--- src/design/mit_consts.svh ---
// Constants for the transfer instruction length and timing model
`ifndef MIT_CONSTS_SVH
`define MIT_CONSTS_SVH
`define MIT_REGION_RESET 8'h01
`define MIT_PORT_ADD     5'h01
`define MIT_PERIPH_ADD   5'h02
`define MIT_EXT1_ADD     5'h01
`define MIT_EXT2_ADD     5'h02
`define MIT_ZERO_FILL    16'h0000
`define MIT_ONE_FILL     16'hFFFF
`define MIT_RES_DIRECT_BIN_LEN      3'h2
`define MIT_RES_DIRECT_BIN_ST       5'h01
`define MIT_RES_DIRECT_SRC_LEN      3'h2
`define MIT_RES_DIRECT_SRC_ST       5'h01
`define MIT_RES_INDIRECT_BIN_LEN    3'h1
`define MIT_RES_INDIRECT_BIN_ST     5'h02
`define MIT_RES_INDIRECT_SRC_LEN    3'h2
`define MIT_RES_INDIRECT_SRC_ST     5'h03
`define MIT_RES_IMM_BIN_LEN         3'h2
`define MIT_RES_IMM_BIN_ST          5'h01
`define MIT_RES_IMM_SRC_LEN         3'h2
`define MIT_RES_IMM_SRC_ST          5'h01
`define MIT_DIRECT_RES_BIN_LEN      3'h2
`define MIT_DIRECT_RES_BIN_ST       5'h02
`define MIT_DIRECT_RES_SRC_LEN      3'h2
`define MIT_DIRECT_RES_SRC_ST       5'h02
`define MIT_DIRECT_DIRECT_BIN_LEN   3'h3
`define MIT_DIRECT_DIRECT_BIN_ST    5'h03
`define MIT_DIRECT_DIRECT_SRC_LEN   3'h3
`define MIT_DIRECT_DIRECT_SRC_ST    5'h03
`define MIT_INDIRECT_IMM_BIN_LEN    3'h2
`define MIT_INDIRECT_IMM_BIN_ST     5'h03
`define MIT_INDIRECT_IMM_SRC_LEN    3'h3
`define MIT_INDIRECT_IMM_SRC_ST     5'h04
`define MIT_POINTER_IMM_BIN_LEN     3'h3
`define MIT_POINTER_IMM_BIN_ST      5'h02
`define MIT_POINTER_IMM_SRC_LEN     3'h3
`define MIT_POINTER_IMM_SRC_ST      5'h02
`define MIT_REG_MOVE_BIN_LEN        3'h3
`define MIT_REG_MOVE_BIN_ST         5'h02
`define MIT_REG_MOVE_SRC_LEN        3'h2
`define MIT_REG_MOVE_SRC_ST         5'h01
`define MIT_DWORD_MOVE_BIN_LEN      3'h3
`define MIT_DWORD_MOVE_BIN_ST       5'h03
`define MIT_DWORD_MOVE_SRC_LEN      3'h2
`define MIT_DWORD_MOVE_SRC_ST       5'h02
`define MIT_WORD_IMM16_BIN_LEN      3'h5
`define MIT_WORD_IMM16_BIN_ST       5'h03
`define MIT_WORD_IMM16_SRC_LEN      3'h4
`define MIT_WORD_IMM16_SRC_ST       5'h02
`define MIT_DWORD_IMM_BIN_LEN       3'h5
`define MIT_DWORD_IMM_BIN_ST        5'h05
`define MIT_DWORD_IMM_SRC_LEN       3'h4
`define MIT_DWORD_IMM_SRC_ST        5'h04
`define MIT_DWORD_DIRECT_BIN_LEN    3'h4
`define MIT_DWORD_DIRECT_BIN_ST     5'h06
`define MIT_DWORD_DIRECT_SRC_LEN    3'h3
`define MIT_DWORD_DIRECT_SRC_ST     5'h05
`define MIT_WORD_WIDE_BIN_LEN       3'h5
`define MIT_WORD_WIDE_BIN_ST        5'h04
`define MIT_WORD_WIDE_SRC_LEN       3'h4
`define MIT_WORD_WIDE_SRC_ST        5'h03
`define MIT_BYTE_FAR_PTR_BIN_LEN    3'h4
`define MIT_BYTE_FAR_PTR_BIN_ST     5'h04
`define MIT_BYTE_FAR_PTR_SRC_LEN    3'h3
`define MIT_BYTE_FAR_PTR_SRC_ST     5'h03
`endif

--- src/design/mit_pkg.sv ---
// Types for the transfer instruction length and timing model
package mit_pkg;
    typedef enum logic [3:0] {
        MIT_RES_DIRECT, MIT_RES_INDIRECT, MIT_RES_IMM, MIT_DIRECT_RES, MIT_DIRECT_DIRECT,
        MIT_INDIRECT_IMM, MIT_POINTER_IMM, MIT_BYTE_BYTE, MIT_WORD_WORD, MIT_DWORD_DWORD,
        MIT_WORD_IMM16, MIT_DWORD_IMM_ZERO, MIT_DWORD_IMM_ONE, MIT_DWORD_DIRECT, MIT_WORD_WIDE, MIT_BYTE_FAR_PTR
    } mit_form_t;
    typedef enum logic [1:0] {MIT_LOC_PLAIN, MIT_LOC_PORT, MIT_LOC_PERIPH, MIT_LOC_EXT} mit_loc_t;
    typedef struct packed {
        logic      valid;
        mit_form_t form;
        mit_loc_t  loc_a;
        mit_loc_t  loc_b;
        logic [3:0] wait_n;
        logic [15:0] imm;
    } mit_req_t;
    typedef struct packed {
        logic        valid;
        logic [2:0]  bytes;
        logic [4:0]  states;
        logic [31:0] ext_value;
    } mit_rsp_t;
    typedef struct packed {
        logic     src_mode;
        logic     mode_ok;
        logic [7:0] region;
        mit_rsp_t rsp;
    } mit_state_t;
endpackage

--- src/design/mit_timing.sv ---
// Length and state-count model for transfer instructions
`timescale 1ns/100ps
`default_nettype none
`include "mit_consts.svh"
module mit_timing (
    input  wire logic            sys_clk_i,
    input  wire logic            reset_i,
    input  wire logic            src_mode_strap_i,
    input  wire mit_pkg::mit_req_t req_i,
    input  wire logic            region_we_i,
    input  wire logic [7:0]      region_i,
    output logic                 rsp_valid_o,
    output logic [2:0]           rsp_bytes_o,
    output logic [4:0]           rsp_states_o,
    output logic [31:0]          rsp_ext_value_o,
    output logic [7:0]           region_o
);
    mit_pkg::mit_state_t st_r;
    mit_pkg::mit_state_t st_nxt;

    // Penalty for one operand; kind 1 = port/peripheral, 2 = ext N+1, 3 = ext N+2
    function automatic logic [4:0] pen(input mit_pkg::mit_loc_t loc, input logic [1:0] kind,
                                        input logic [3:0] n);
        pen = 5'h00;
        if (kind == 2'h1 && loc == mit_pkg::MIT_LOC_PORT)
            pen = `MIT_PORT_ADD;
        else if (kind == 2'h1 && loc == mit_pkg::MIT_LOC_PERIPH)
            pen = `MIT_PERIPH_ADD;
        else if (kind == 2'h2 && loc == mit_pkg::MIT_LOC_EXT)
            pen = {1'b0, n} + `MIT_EXT1_ADD;
        else if (kind == 2'h3 && loc == mit_pkg::MIT_LOC_EXT)
            pen = {1'b0, n} + `MIT_EXT2_ADD;
    endfunction

    // Column select; strap read once so the column cannot move mid-run
    function automatic logic [7:0] pick(input logic       mode,
                                        input logic [2:0] bin_len,
                                        input logic [4:0] bin_st,
                                        input logic [2:0] src_len,
                                        input logic [4:0] src_st);
        pick = mode ? {src_len, src_st} : {bin_len, bin_st};
    endfunction

    always_comb
    begin
        logic [2:0] b;
        logic [4:0] s;
        logic [1:0] k;
        b = 3'h0;
        s = 5'h00;
        k = 2'h0;
        st_nxt = st_r;
        st_nxt.mode_ok = 1'b1;
        if (!st_r.mode_ok)
            st_nxt.src_mode = src_mode_strap_i;
        if (region_we_i)
            st_nxt.region = region_i;
        st_nxt.rsp.ext_value = 32'h0000_0000;
        unique case (req_i.form)
            mit_pkg::MIT_RES_DIRECT:
            begin
                {b, s} = pick(st_r.src_mode, `MIT_RES_DIRECT_BIN_LEN, `MIT_RES_DIRECT_BIN_ST,
                              `MIT_RES_DIRECT_SRC_LEN, `MIT_RES_DIRECT_SRC_ST);
                k = 2'h1;
            end
            mit_pkg::MIT_RES_INDIRECT:
            begin
                {b, s} = pick(st_r.src_mode, `MIT_RES_INDIRECT_BIN_LEN, `MIT_RES_INDIRECT_BIN_ST,
                              `MIT_RES_INDIRECT_SRC_LEN, `MIT_RES_INDIRECT_SRC_ST);
            end
            mit_pkg::MIT_RES_IMM:
            begin
                {b, s} = pick(st_r.src_mode, `MIT_RES_IMM_BIN_LEN, `MIT_RES_IMM_BIN_ST,
                              `MIT_RES_IMM_SRC_LEN, `MIT_RES_IMM_SRC_ST);
            end
            mit_pkg::MIT_DIRECT_RES:
            begin
                {b, s} = pick(st_r.src_mode, `MIT_DIRECT_RES_BIN_LEN, `MIT_DIRECT_RES_BIN_ST,
                              `MIT_DIRECT_RES_SRC_LEN, `MIT_DIRECT_RES_SRC_ST);
                k = 2'h1;
            end
            mit_pkg::MIT_DIRECT_DIRECT:
            begin
                {b, s} = pick(st_r.src_mode, `MIT_DIRECT_DIRECT_BIN_LEN, `MIT_DIRECT_DIRECT_BIN_ST,
                              `MIT_DIRECT_DIRECT_SRC_LEN, `MIT_DIRECT_DIRECT_SRC_ST);
                k = 2'h1;
            end
            mit_pkg::MIT_INDIRECT_IMM:
            begin
                {b, s} = pick(st_r.src_mode, `MIT_INDIRECT_IMM_BIN_LEN, `MIT_INDIRECT_IMM_BIN_ST,
                              `MIT_INDIRECT_IMM_SRC_LEN, `MIT_INDIRECT_IMM_SRC_ST);
            end
            mit_pkg::MIT_POINTER_IMM:
            begin
                {b, s} = pick(st_r.src_mode, `MIT_POINTER_IMM_BIN_LEN, `MIT_POINTER_IMM_BIN_ST,
                              `MIT_POINTER_IMM_SRC_LEN, `MIT_POINTER_IMM_SRC_ST);
            end
            mit_pkg::MIT_BYTE_BYTE, mit_pkg::MIT_WORD_WORD:
            begin
                {b, s} = pick(st_r.src_mode, `MIT_REG_MOVE_BIN_LEN, `MIT_REG_MOVE_BIN_ST,
                              `MIT_REG_MOVE_SRC_LEN, `MIT_REG_MOVE_SRC_ST);
            end
            mit_pkg::MIT_DWORD_DWORD:
            begin
                {b, s} = pick(st_r.src_mode, `MIT_DWORD_MOVE_BIN_LEN, `MIT_DWORD_MOVE_BIN_ST,
                              `MIT_DWORD_MOVE_SRC_LEN, `MIT_DWORD_MOVE_SRC_ST);
            end
            mit_pkg::MIT_WORD_IMM16:
            begin
                {b, s} = pick(st_r.src_mode, `MIT_WORD_IMM16_BIN_LEN, `MIT_WORD_IMM16_BIN_ST,
                              `MIT_WORD_IMM16_SRC_LEN, `MIT_WORD_IMM16_SRC_ST);
            end
            mit_pkg::MIT_DWORD_IMM_ZERO:
            begin
                {b, s} = pick(st_r.src_mode, `MIT_DWORD_IMM_BIN_LEN, `MIT_DWORD_IMM_BIN_ST,
                              `MIT_DWORD_IMM_SRC_LEN, `MIT_DWORD_IMM_SRC_ST);
                st_nxt.rsp.ext_value = {`MIT_ZERO_FILL, req_i.imm};
            end
            mit_pkg::MIT_DWORD_IMM_ONE:
            begin
                {b, s} = pick(st_r.src_mode, `MIT_DWORD_IMM_BIN_LEN, `MIT_DWORD_IMM_BIN_ST,
                              `MIT_DWORD_IMM_SRC_LEN, `MIT_DWORD_IMM_SRC_ST);
                st_nxt.rsp.ext_value = {`MIT_ONE_FILL, req_i.imm};
            end
            mit_pkg::MIT_DWORD_DIRECT:
            begin
                {b, s} = pick(st_r.src_mode, `MIT_DWORD_DIRECT_BIN_LEN, `MIT_DWORD_DIRECT_BIN_ST,
                              `MIT_DWORD_DIRECT_SRC_LEN, `MIT_DWORD_DIRECT_SRC_ST);
            end
            // word from wide direct; carries N+2
            mit_pkg::MIT_WORD_WIDE:
            begin
                {b, s} = pick(st_r.src_mode, `MIT_WORD_WIDE_BIN_LEN, `MIT_WORD_WIDE_BIN_ST,
                              `MIT_WORD_WIDE_SRC_LEN, `MIT_WORD_WIDE_SRC_ST);
                k = 2'h3;
            end
            mit_pkg::MIT_BYTE_FAR_PTR:
            begin
                {b, s} = pick(st_r.src_mode, `MIT_BYTE_FAR_PTR_BIN_LEN, `MIT_BYTE_FAR_PTR_BIN_ST,
                              `MIT_BYTE_FAR_PTR_SRC_LEN, `MIT_BYTE_FAR_PTR_SRC_ST);
                k = 2'h3;
            end
        endcase
        s = s + pen(req_i.loc_a, k, req_i.wait_n);
        if (req_i.form == mit_pkg::MIT_DIRECT_DIRECT)
            s = s + pen(req_i.loc_b, k, req_i.wait_n);
        st_nxt.rsp.valid = req_i.valid & st_r.mode_ok;
        st_nxt.rsp.bytes = b;
        st_nxt.rsp.states = s;
        if (reset_i)
        begin
            st_nxt.src_mode = 1'b0;
            st_nxt.mode_ok = 1'b0;
            st_nxt.region = `MIT_REGION_RESET;
            st_nxt.rsp = '0;
        end
    end

    always_ff @(posedge sys_clk_i)
    begin
        st_r <= st_nxt;
    end

    assign rsp_valid_o = st_r.rsp.valid;
    assign rsp_bytes_o = st_r.rsp.bytes;
    assign rsp_states_o = st_r.rsp.states;
    assign rsp_ext_value_o = st_r.rsp.ext_value;
    assign region_o = st_r.region;
endmodule
`default_nettype wire

--- config.mk ---
export PLATFORM = sky130hd
export DESIGN_NAME = mit_timing
export DESIGN_NICKNAME = d
export VERILOG_FILES = /design/src/design/mit_pkg.sv /design/src/design/mit_timing.sv
export VERILOG_INCLUDE_DIRS = /design/src /design/src/design
export SDC_FILE = /design/constraint.sdc
export NUM_CORES = 1
export LEC_CHECK = 0
export ABC_AREA = 1
export BUFFER_PORTS_ARGS = -buffer_cell sky130_fd_sc_hd__buf_2
export CAP_MARGIN = 20
export CORE_MARGIN = 2
export CORE_UTILIZATION = 35
export DETAILED_ROUTE_END_ITERATION = 10
export SLEW_MARGIN = 25
export SYNTH_ARGS = -nofsm -noshare
export SYNTH_HDL_FRONTEND = slang
export SYNTH_SLANG_ARGS = --single-unit
--- constraint.sdc ---
create_clock -name sys_clk_i -period 3.8 [get_ports sys_clk_i]
set_input_delay 0.76 -clock sys_clk_i [delete_from_list [all_inputs] [get_ports sys_clk_i]]
set_output_delay 0.76 -clock sys_clk_i [all_outputs]
set_load 0.03 [all_outputs]
# After elaboration in Yosys (flattened, before gate mapping)
# Index checks and enable logic that the tools add are counted.
# op_classes
eq_ne	24
n_addsub	4
n_reduce_logical	17
n_mux	25
bitwise	1
# op_table
cell	n
$pmux W32 S2	1
$pmux W5 S12	1
$mux W5	10
$mux W50	1
$mux W6	6
$pmux W3 S11	1
$eq A4 B4 Y1 const B	8
$mux W8	3
$eq A4 B3 Y1 const B	4
$eq A2 B2 Y1 const B	6
$reduce_or A2 Y1	6
$add A5 B5 Y5	2
$eq A4 B2 Y1 const B	2
$logic_and A1 B1 Y1	8
$mux W7	1
$eq A2 B1 Y1 const B	3
$reduce_or A3 Y1	2
$add A4 B1 Y5 const B	1
$add A4 B2 Y5 const B	1
$eq A4 B1 Y1 const B	1
$logic_not A4 Y1	1
$pmux W2 S2	1
$and A1 B1 Y1	1
# word_totals
regBits	51
out_inout_bits	49
word_cells	78
in_bits	41

# Longest topological paths before layout
# Gate-level depths: netlist of the first run.
# logic_depth
depth_word	13
mapped_depth	20

# Worst setup path after synthesis of the first run
# OpenSTA, ideal clock, no wires.
# synth_path
path_kind	input to register
start	input req_i[26] (netlist bit)
end	register st_r (netlist bit rsp_states_o[3])
slack_ps	815
cell_stages	16
t_arrival_ps	2870
path_cell_list	nand2_1 inv_2 nand2_1 nand2_2 nand2_1 nand2_1 nor2_1 nor2_1 ha_1 fa_1 xor2_1 ha_1 a21oi_1 a21oi_1 o21ai_1 nor2_1
# synth_between
elab_chain_cells	12
elab_cells_between_ends	47
# synth_lines
element	line_no	source
start: declaration	mit_timing.sv:9	input wire mit_pkg::mit_req_t req_i,
$eq A4 B3 Y1 (tied with other cells)	mit_timing.sv:59, mit_timing.sv:145	
$reduce_or A3 Y1 (no line) or $reduce_or A2 Y1 (tied branches)	--	
$pmux W2 S2	mit_timing.sv:59	unique case (req_i.form)
$eq A2 B2 Y1	mit_timing.sv:31	else if (kind == 2'h3 && loc == mit_pkg::MIT_LOC_EXT)
$logic_and A1 B1 Y1	mit_timing.sv:31	
$mux W5	mit_timing.sv:31	
$mux W5	mit_timing.sv:29	else if (kind == 2'h2 && loc == mit_pkg::MIT_LOC_EXT)
$mux W5	mit_timing.sv:27	else if (kind == 2'h1 && loc == mit_pkg::MIT_LOC_PERIPH)
$mux W5	mit_timing.sv:25	if (kind == 2'h1 && loc == mit_pkg::MIT_LOC_PORT)
$add A5 B5 Y5 or $mux W5 (tied branches)	mit_timing.sv:144, mit_timing.sv:145	
$add A5 B5 Y5	mit_timing.sv:146	s = s + pen(req_i.loc_b, k, req_i.wait_n);
$mux W5 *	mit_timing.sv:145	if (req_i.form == mit_pkg::MIT_DIRECT_DIRECT)
end signal: assignment	mit_timing.sv:161	st_r <= st_nxt;
end: declaration	mit_timing.sv:18	mit_pkg::mit_state_t st_r;
# Mark *: on every way between the ends. The rest lies on a longest branch, timed or not. The select of a mux whose other input is x is not followed.
# A chain may end at the register's enable or synchronous reset.

# Worst setup path in the final report of the first run
# Same ends and word-level chain as after synthesis.

==> reports/qor.yml, run 1 <==
outcome:
  status: "finished, final reports clean"
floorplanning:
  rows: 28
  io_pins: 90
  die_y_um: 82.4
  core-area_mm2: 0.00592
  dieArea_mm2: 0.00679
  start_util_pct: 36.3
  die_x_um: 82.4
routing:
  vias: 1859
  drcViolationCount: 0
  vias_per_cell: 4.39
  drt-initial-drc-count: 92
  wl_um: 4320
  dr.pass1.iters: 4
  avgRoutedWirePerCell_um: 10.2
  ant_nets: 0
final_layout:
  n_fill_cell: 629
  final_layout_size_suffix_gt1_share_pct: 30.5
  layout.nets: 399
  antennaDiodeCount: 0
  final_util_pct: 40.1
  synthToLayoutAreaGrowth_pct: 10.5
cts:
  numCtsBuffers: 5
  cts_buffer_depth: 2
  cts_resized: 0
  path_clk_slew_ps: 70
  h-tree-depth: 2
  hold_buffers: 0
  cts_setup_buffers: 0
  root_buffer: "clkbuf_8"
  clock_sinks: 36
  clk_latency_ps: 270
  cts_tree: "built"
yosys:
  ys_seq_area_share_pct: 33.5
  synth_compound_area_share_pct: 8.09
  synth_edf_count: 0
  synth_adder_area_share_pct: 6.52
  ys_ff_latch: 36
  synth.area.mux_share_pct: 0
  synth_nets: 356
  synth.top_cell.area_share_pct: 33.5
  async_reset_ff_share_pct: 0
  synthTopCellsByCount: "nand2_1 (65), nor2_1 (57), buf_4 (48)"
  synthesis.area_mm2: 0.00215
  yosysWarnings: 0
  synth_top_family_by_area: "simple AND/OR/NAND/NOR gates"
  synth_cell_types: 27
  synthTopCellsByArea: "dfxtp_1 (34%), buf_4 (17%), nand2_1 (11%), nor2_1 (9.9%), ha_1 (4.7%)"
  yosys.area.top_type: "dfxtp_1"
  syn_avg_cell_area_um2: 7.05
  synth_ff_type: "dfxtp_1"
  yosysMostFrequentCell: "nand2_1"
  synth_simple_gate_area_share_pct: 28.0
  synth_xor_area_share_pct: 1.22
  synthCells: 305
setup_path:
  worstPathMaxFanout: 6
  ff2ff_path_depth: 16
  end_kind: "register"
  crit_path_start: "req_i[26]"
  cp.arrival_ps: 3260
  rr_endpoint: "rsp_states_o[3]"
  timing.rr.start: "st_r[50]"
  worstPathRequired_ps: 4010
  startpoint_type: "input port"
  crit_path_end: "rsp_states_o[3]"
  r2r_setup_slack_ps: 960
  crit_type: "in2reg"
power_and_ir_drop:
  ir_drop_uv: 173
  p_leak_nw: 1.33
  cellPowerDensity_mw_per_mm2: 348
run:
  drv_cap: 0
grt:
  grt-ovfl-total: 0
  grt_pass1_vias: 1493
  grt_use_total_pct: 12.6
  grt_max_degree: 30
  antenna_found_initial: 0
  grt_pass1_wl_um: 6640
timing:
  finClkSkew_ps: 1.89
  setup_ws_ps: 757
  period_minus_slack_ps: 3040
  hold_violations: 0
  fmax_mhz: 329
  tns_ps: 0
  slew_viol_final: 0
  post-route-period-util_pct: 80.1
  finalSetupViolations: 0
  tightest_slew_ps: 813
  rsz0062_at_grt: "no"
  slew_headroom_pct: 45.7
worst_hold_path:
  hp-class: "reg2reg"
  hp-start: "st_r[49]"
place:
  io_buffers: 89
  finalWeightedCongestion: 0.944
  dp_hpwl_um: 3420
  place_ws_ps: 467
[cell families (layout without fill, tap and decap cells)]
kind of cell	after synthesis	in the layout
XOR/XNOR	3	3
buffers and inverters	78	121
AND/OR/NAND/NOR	148	148
AO/OA/AOI/OAI	30	30
adder cells (fa/ha/maj)	10	10
flip-flops	36	36
[placed cells by master (no fill, tap or decap), types with 5 or more instances in the layout]
master | Yosys | layout
nand3_1 | 17 | 17
buf_2 | 4 | 89
nand2_1 | 65 | 65
nor2_1 | 57 | 57
clkbuf_8 | 0 | 5
o21ai_0 | 11 | 11
inv_1 | 21 | 21
ha_1 | 8 | 8
dfxtp_1 | 36 | 36
a21oi_1 | 7 | 7
[metal layers]
metal  part of all wire (%)  routed length (um)  global-route usage (%)
met5                      0                   0                       0
met4                    1.3                  57                    5.33
met3                    8.2                 355                    2.83
met2                     44                1910                    20.0
met1                     46                2000                    16.4
[metrics by stage]
stage,power [mW],cell area [um^2],hold slack [ps],cells
after floorplan,0.558,2150,419,305
after global placement,0.594,2300,436,416
after detailed placement,0.593,2300,435,416
after CTS,0.842,2380,442,423
after global routing,0.882,2380,458,423
final,0.826,2380,451,423
[critical path, stage by stage]
cell	delay (ps)
buf_2	140
nand2_1	100
inv_2	70
nand2_1	90
nand2_2	100
nand2_1	90
nand2_1	60
nor2_1	90
nor2_1	50
ha_1	230
fa_1	410
xor2_1	190
ha_1	360
a21oi_1	200
nand3_1	90
nand2_1	60
o21ai_1	50
nor2_1	120
[area by class of cell]
| class | instances | area (um^2) | share of cell area, % |
|---|---|---|---|
| Multi-Input combinational cell | 191 | 942 | 39.7 |
| Sequential cell | 36 | 721 | 30.3 |
| Timing Repair Buffer | 89 | 445 | 18.7 |
| Inverter | 25 | 96.3 | 4.05 |
| Tap cell | 75 | 93.8 | 3.95 |
| Clock buffer | 6 | 72.6 | 3.05 |
| Clock inverter | 1 | 5.00 | 0.211 |
[power by group]
group	internal [mW]	total (mW)	switching, mW
sequential	0.395	0.402	0.00644
clock	0.124	0.243	0.118
combinational	0.0610	0.182	0.121
total	0.581	0.826	0.246
[worst min path at each step]
stage / to / slack, ps / cells after the start
floorplan: rsp_valid_o / 420 / 2
global placement: rsp_valid_o / 440 / 2
detailed placement: rsp_valid_o / 430 / 2
CTS: rsp_valid_o / 440 / 2
global route: rsp_valid_o / 460 / 2
finish: rsp_valid_o / 450 / 2
[state kept, by name, summed over array words and instances, names as in the netlist]
register and flops:
region_o 8, rsp_bytes_o 3, rsp_ext_value_o 17, rsp_states_o 5
rsp_valid_o 1, st_r 2
Power figures use the tool's default switching activity.
==> inputs of run 2 (changes only) <==
==> constraint.sdc (replaced) <==
create_clock -name sys_clk_i -period 2.6 [get_ports sys_clk_i]
set_input_delay 0.52 -clock sys_clk_i [delete_from_list [all_inputs] [get_ports sys_clk_i]]
set_output_delay 0.52 -clock sys_clk_i [all_outputs]
set_load 0.03 [all_outputs]
==> run 2 against run 1 <==
- highest routed layer unchanged
- worst setup slack worse by 680 ps
- design area is 22% higher
- largest cell class unchanged
- combinational power is 95% higher
==> reports/qor.yml, run 2 (same netlist as run 1, synthesis figures left out) <==
floorplanning:
  io_pins: 90  # unchanged
  die_y_um: 82.4  # unchanged
  die_x_um: 82.4  # unchanged
  core-area_mm2: 0.00592  # unchanged
  rows: 28  # unchanged
  start_util_pct: 36.3  # unchanged
  dieArea_mm2: 0.00679  # unchanged
timing:
  slew_headroom_pct: 75.2  # +29 points
  tns_ps: 0  # unchanged
  period_minus_slack_ps: 2530
  finClkSkew_ps: 1.59  # -0.290 ps
  fmax_mhz: 396
  finalSetupViolations: 0  # unchanged
  hold_violations: 0  # unchanged
  slew_viol_final: 0  # unchanged
  post-route-period-util_pct: 97.1
  tightest_slew_ps: 370  # -443 ps
  rsz0062_at_grt: "yes"
place:
  finalWeightedCongestion: 0.886  # -6.1%
  io_buffers: 89  # unchanged
  dp_hpwl_um: 3750  # +9.8%
power_and_ir_drop:
  p_switching_uw: 405  # +65%
  ir_drop_uv: 350  # +100%
  seq_power_share_pct: 43.9  # -4.7 points
  switching_share_pct: 30.2  # +0.51 points
  cellPowerDensity_mw_per_mm2: 461  # +32%
  p_leak_nw: 1.54  # +16%
  intPower_uw: 933  # +61%
  clkPwrFrac_pct: 29.6  # +0.3 points
  p_comb_share_pct: 26.5  # +4.5 points
setup_path:
  slowest_stage: "fa_2"
  critPathMostFrequentCell: "nand2_1"
  cp.arrival_ps: 2740  # -520 ps
  cp_num_buf_inv: 3  # +1
  worstPathMaxFanout: 6  # unchanged
  worstPathRequired_ps: 2810  # -1200 ps
  cpLargestDelayFamily: "adder cells"
  timing.rr.start: "st_r[50]"
  crit_path_start: "req_i[24]"
  max_stage_delay_ps: 590  # +180 ps
  crit_type: "in2reg"
  crit_chain: "buf_8 -> nand2_4 -> inv_2 -> nand2_1 -> nand2_2 -> nand2_2 -> nand2_1 -> nor2_1 -> nor2_1 -> ha_2 -> fa_2 -> inv_2 -> fa_2 -> nor2_2 -> nor2_1 -> nand2_1 -> nand2_1 -> a21oi_1"
  end_kind: "register"
  startpoint_type: "input port"
final_layout:
  multi_input_area_mm2: 0.00113  # +20%
  final-seq-area_um2: 722  # +0.17%
  final_layout_size_suffix_gt1_share_pct: 48.4  # +18 points
  n_fill_cell: 582  # -7.5%
  antennaDiodeCount: 0  # unchanged
  final_util_pct: 49.0  # +8.9 points
  synthToLayoutAreaGrowth_pct: 35.0
  largest_reg_flops: 17  # unchanged
  layout.nets: 432  # +8.3%
  final_common_cell: "buf_2"
  mostFrequentLayoutCells: "buf_2 (85), nor2_1 (51), nand2_1 (50)"
worst_hold_path:
  hp-class: "in2reg"
  hp-start: "region_i[0]"
routing:
  drcViolationCount: 0  # unchanged
  wl_um: 5050  # +17%
  avgRoutedWirePerCell_um: 11.1  # +8.4%
  vias: 1994  # +7.3%
  vias_per_cell: 4.36  # -0.72%
  ant_nets: 0  # unchanged
  dr.pass1.iters: 4  # unchanged
  drt-initial-drc-count: 61  # -34%
cts:
  clk_latency_ps: 280  # about the same
  clock_sinks: 36  # unchanged
  hold_buffers: 0  # unchanged
  cts_tree: "built"
  h-tree-depth: 2  # unchanged
  numCtsBuffers: 5  # unchanged
  path_clk_slew_ps: 70  # about the same
  root_buffer: "clkbuf_8"
  cts_buffer_depth: 2  # unchanged
grt:
  top_usage_layer: "met2"
  grt_pass1_wl_um: 7350  # +11%
  antenna_found_initial: 0  # unchanged
  grt-ovfl-total: 0  # unchanged
  use_met1_pct: 15.6  # -0.81 points
  grt_max_degree: 19  # -37%
  grt_pass1_vias: 1753  # +17%
  use_met3_pct: 2.93  # +0.11 points
  grt_util_met2_pct: 25.4  # +5.4 points
  grt_use_total_pct: 13.8  # +1.2 points
run:
  drv_cap: 0  # unchanged
outcome:
  status: "finished, final reports clean"
-- run 2: metal layers --
layer  share of wire, %  up-vias
met2                 49       58
met4                1.9        0
met1                 43      865
met3                6.1       10
met5                  0        -
li1                   -     1061
-- run 2: worst register-to-register path, cell delays in order (launching register included) --
cell	delay, ps
dfxtp_2	350
nand2_2	70
inv_2	70
nor2_2	50
a21oi_2	100
nand2_1	60
nor2_1	80
nor2_1	60
ha_2	190
fa_2	590
inv_2	50
fa_2	370
nor2_2	100
nor2_1	40
nand2_1	50
nand2_1	40
a21oi_1	110
-- run 2: repair_timing --
action,CTS,global route
setup buffers,0,6
pin swaps,3,24
resized for setup,7,63
cloned,0,0
setup endpoints to repair,1,4
-- run 2: power by group through the flow --
stage	clock network [mW]	registers, mW	logic [mW]
2_1_floorplan	0	0.599	0.221
3_3_place_gp	0	0.600	0.299
3_5_place_dp	0	0.600	0.301
4_1_cts	0.416	0.588	0.305
5_1_grt	0.446	0.591	0.389
6_report	0.395	0.588	0.354
-- run 2: through the flow --
stage               total power [mW]  instances  instance area, um^2  setup slack, ps  hold WS (ps)
finish                          1.34        457                 2900             74.6           453
global route                    1.43        457                 2900            -54.9           443
CTS                             1.31        451                 2630             22.6           438
detailed placement             0.901        443                 2520             -309           448
global placement               0.899        443                 2520             -309           436
floorplan                      0.821        305                 2170             4.38           419
-- run 2: final cells by class --
type,count,area share (%)
flip-flops and latches,36,24.9
multi-input cells,191,38.8
clock inverters,2,0.345
repair buffers,122,25.5
well taps,75,3.23
inverters,25,4.44
clock buffers,6,2.84
-- run 2: final timing paths --
path	end	slack (ps)	depth (start not counted)
setup / recovery	rsp_states_o[4]	70	18
setup reg to reg	rsp_states_o[4]	140	16
hold reg to reg	st_r[50]	460	1
hold / removal	region_o[0]	450	3
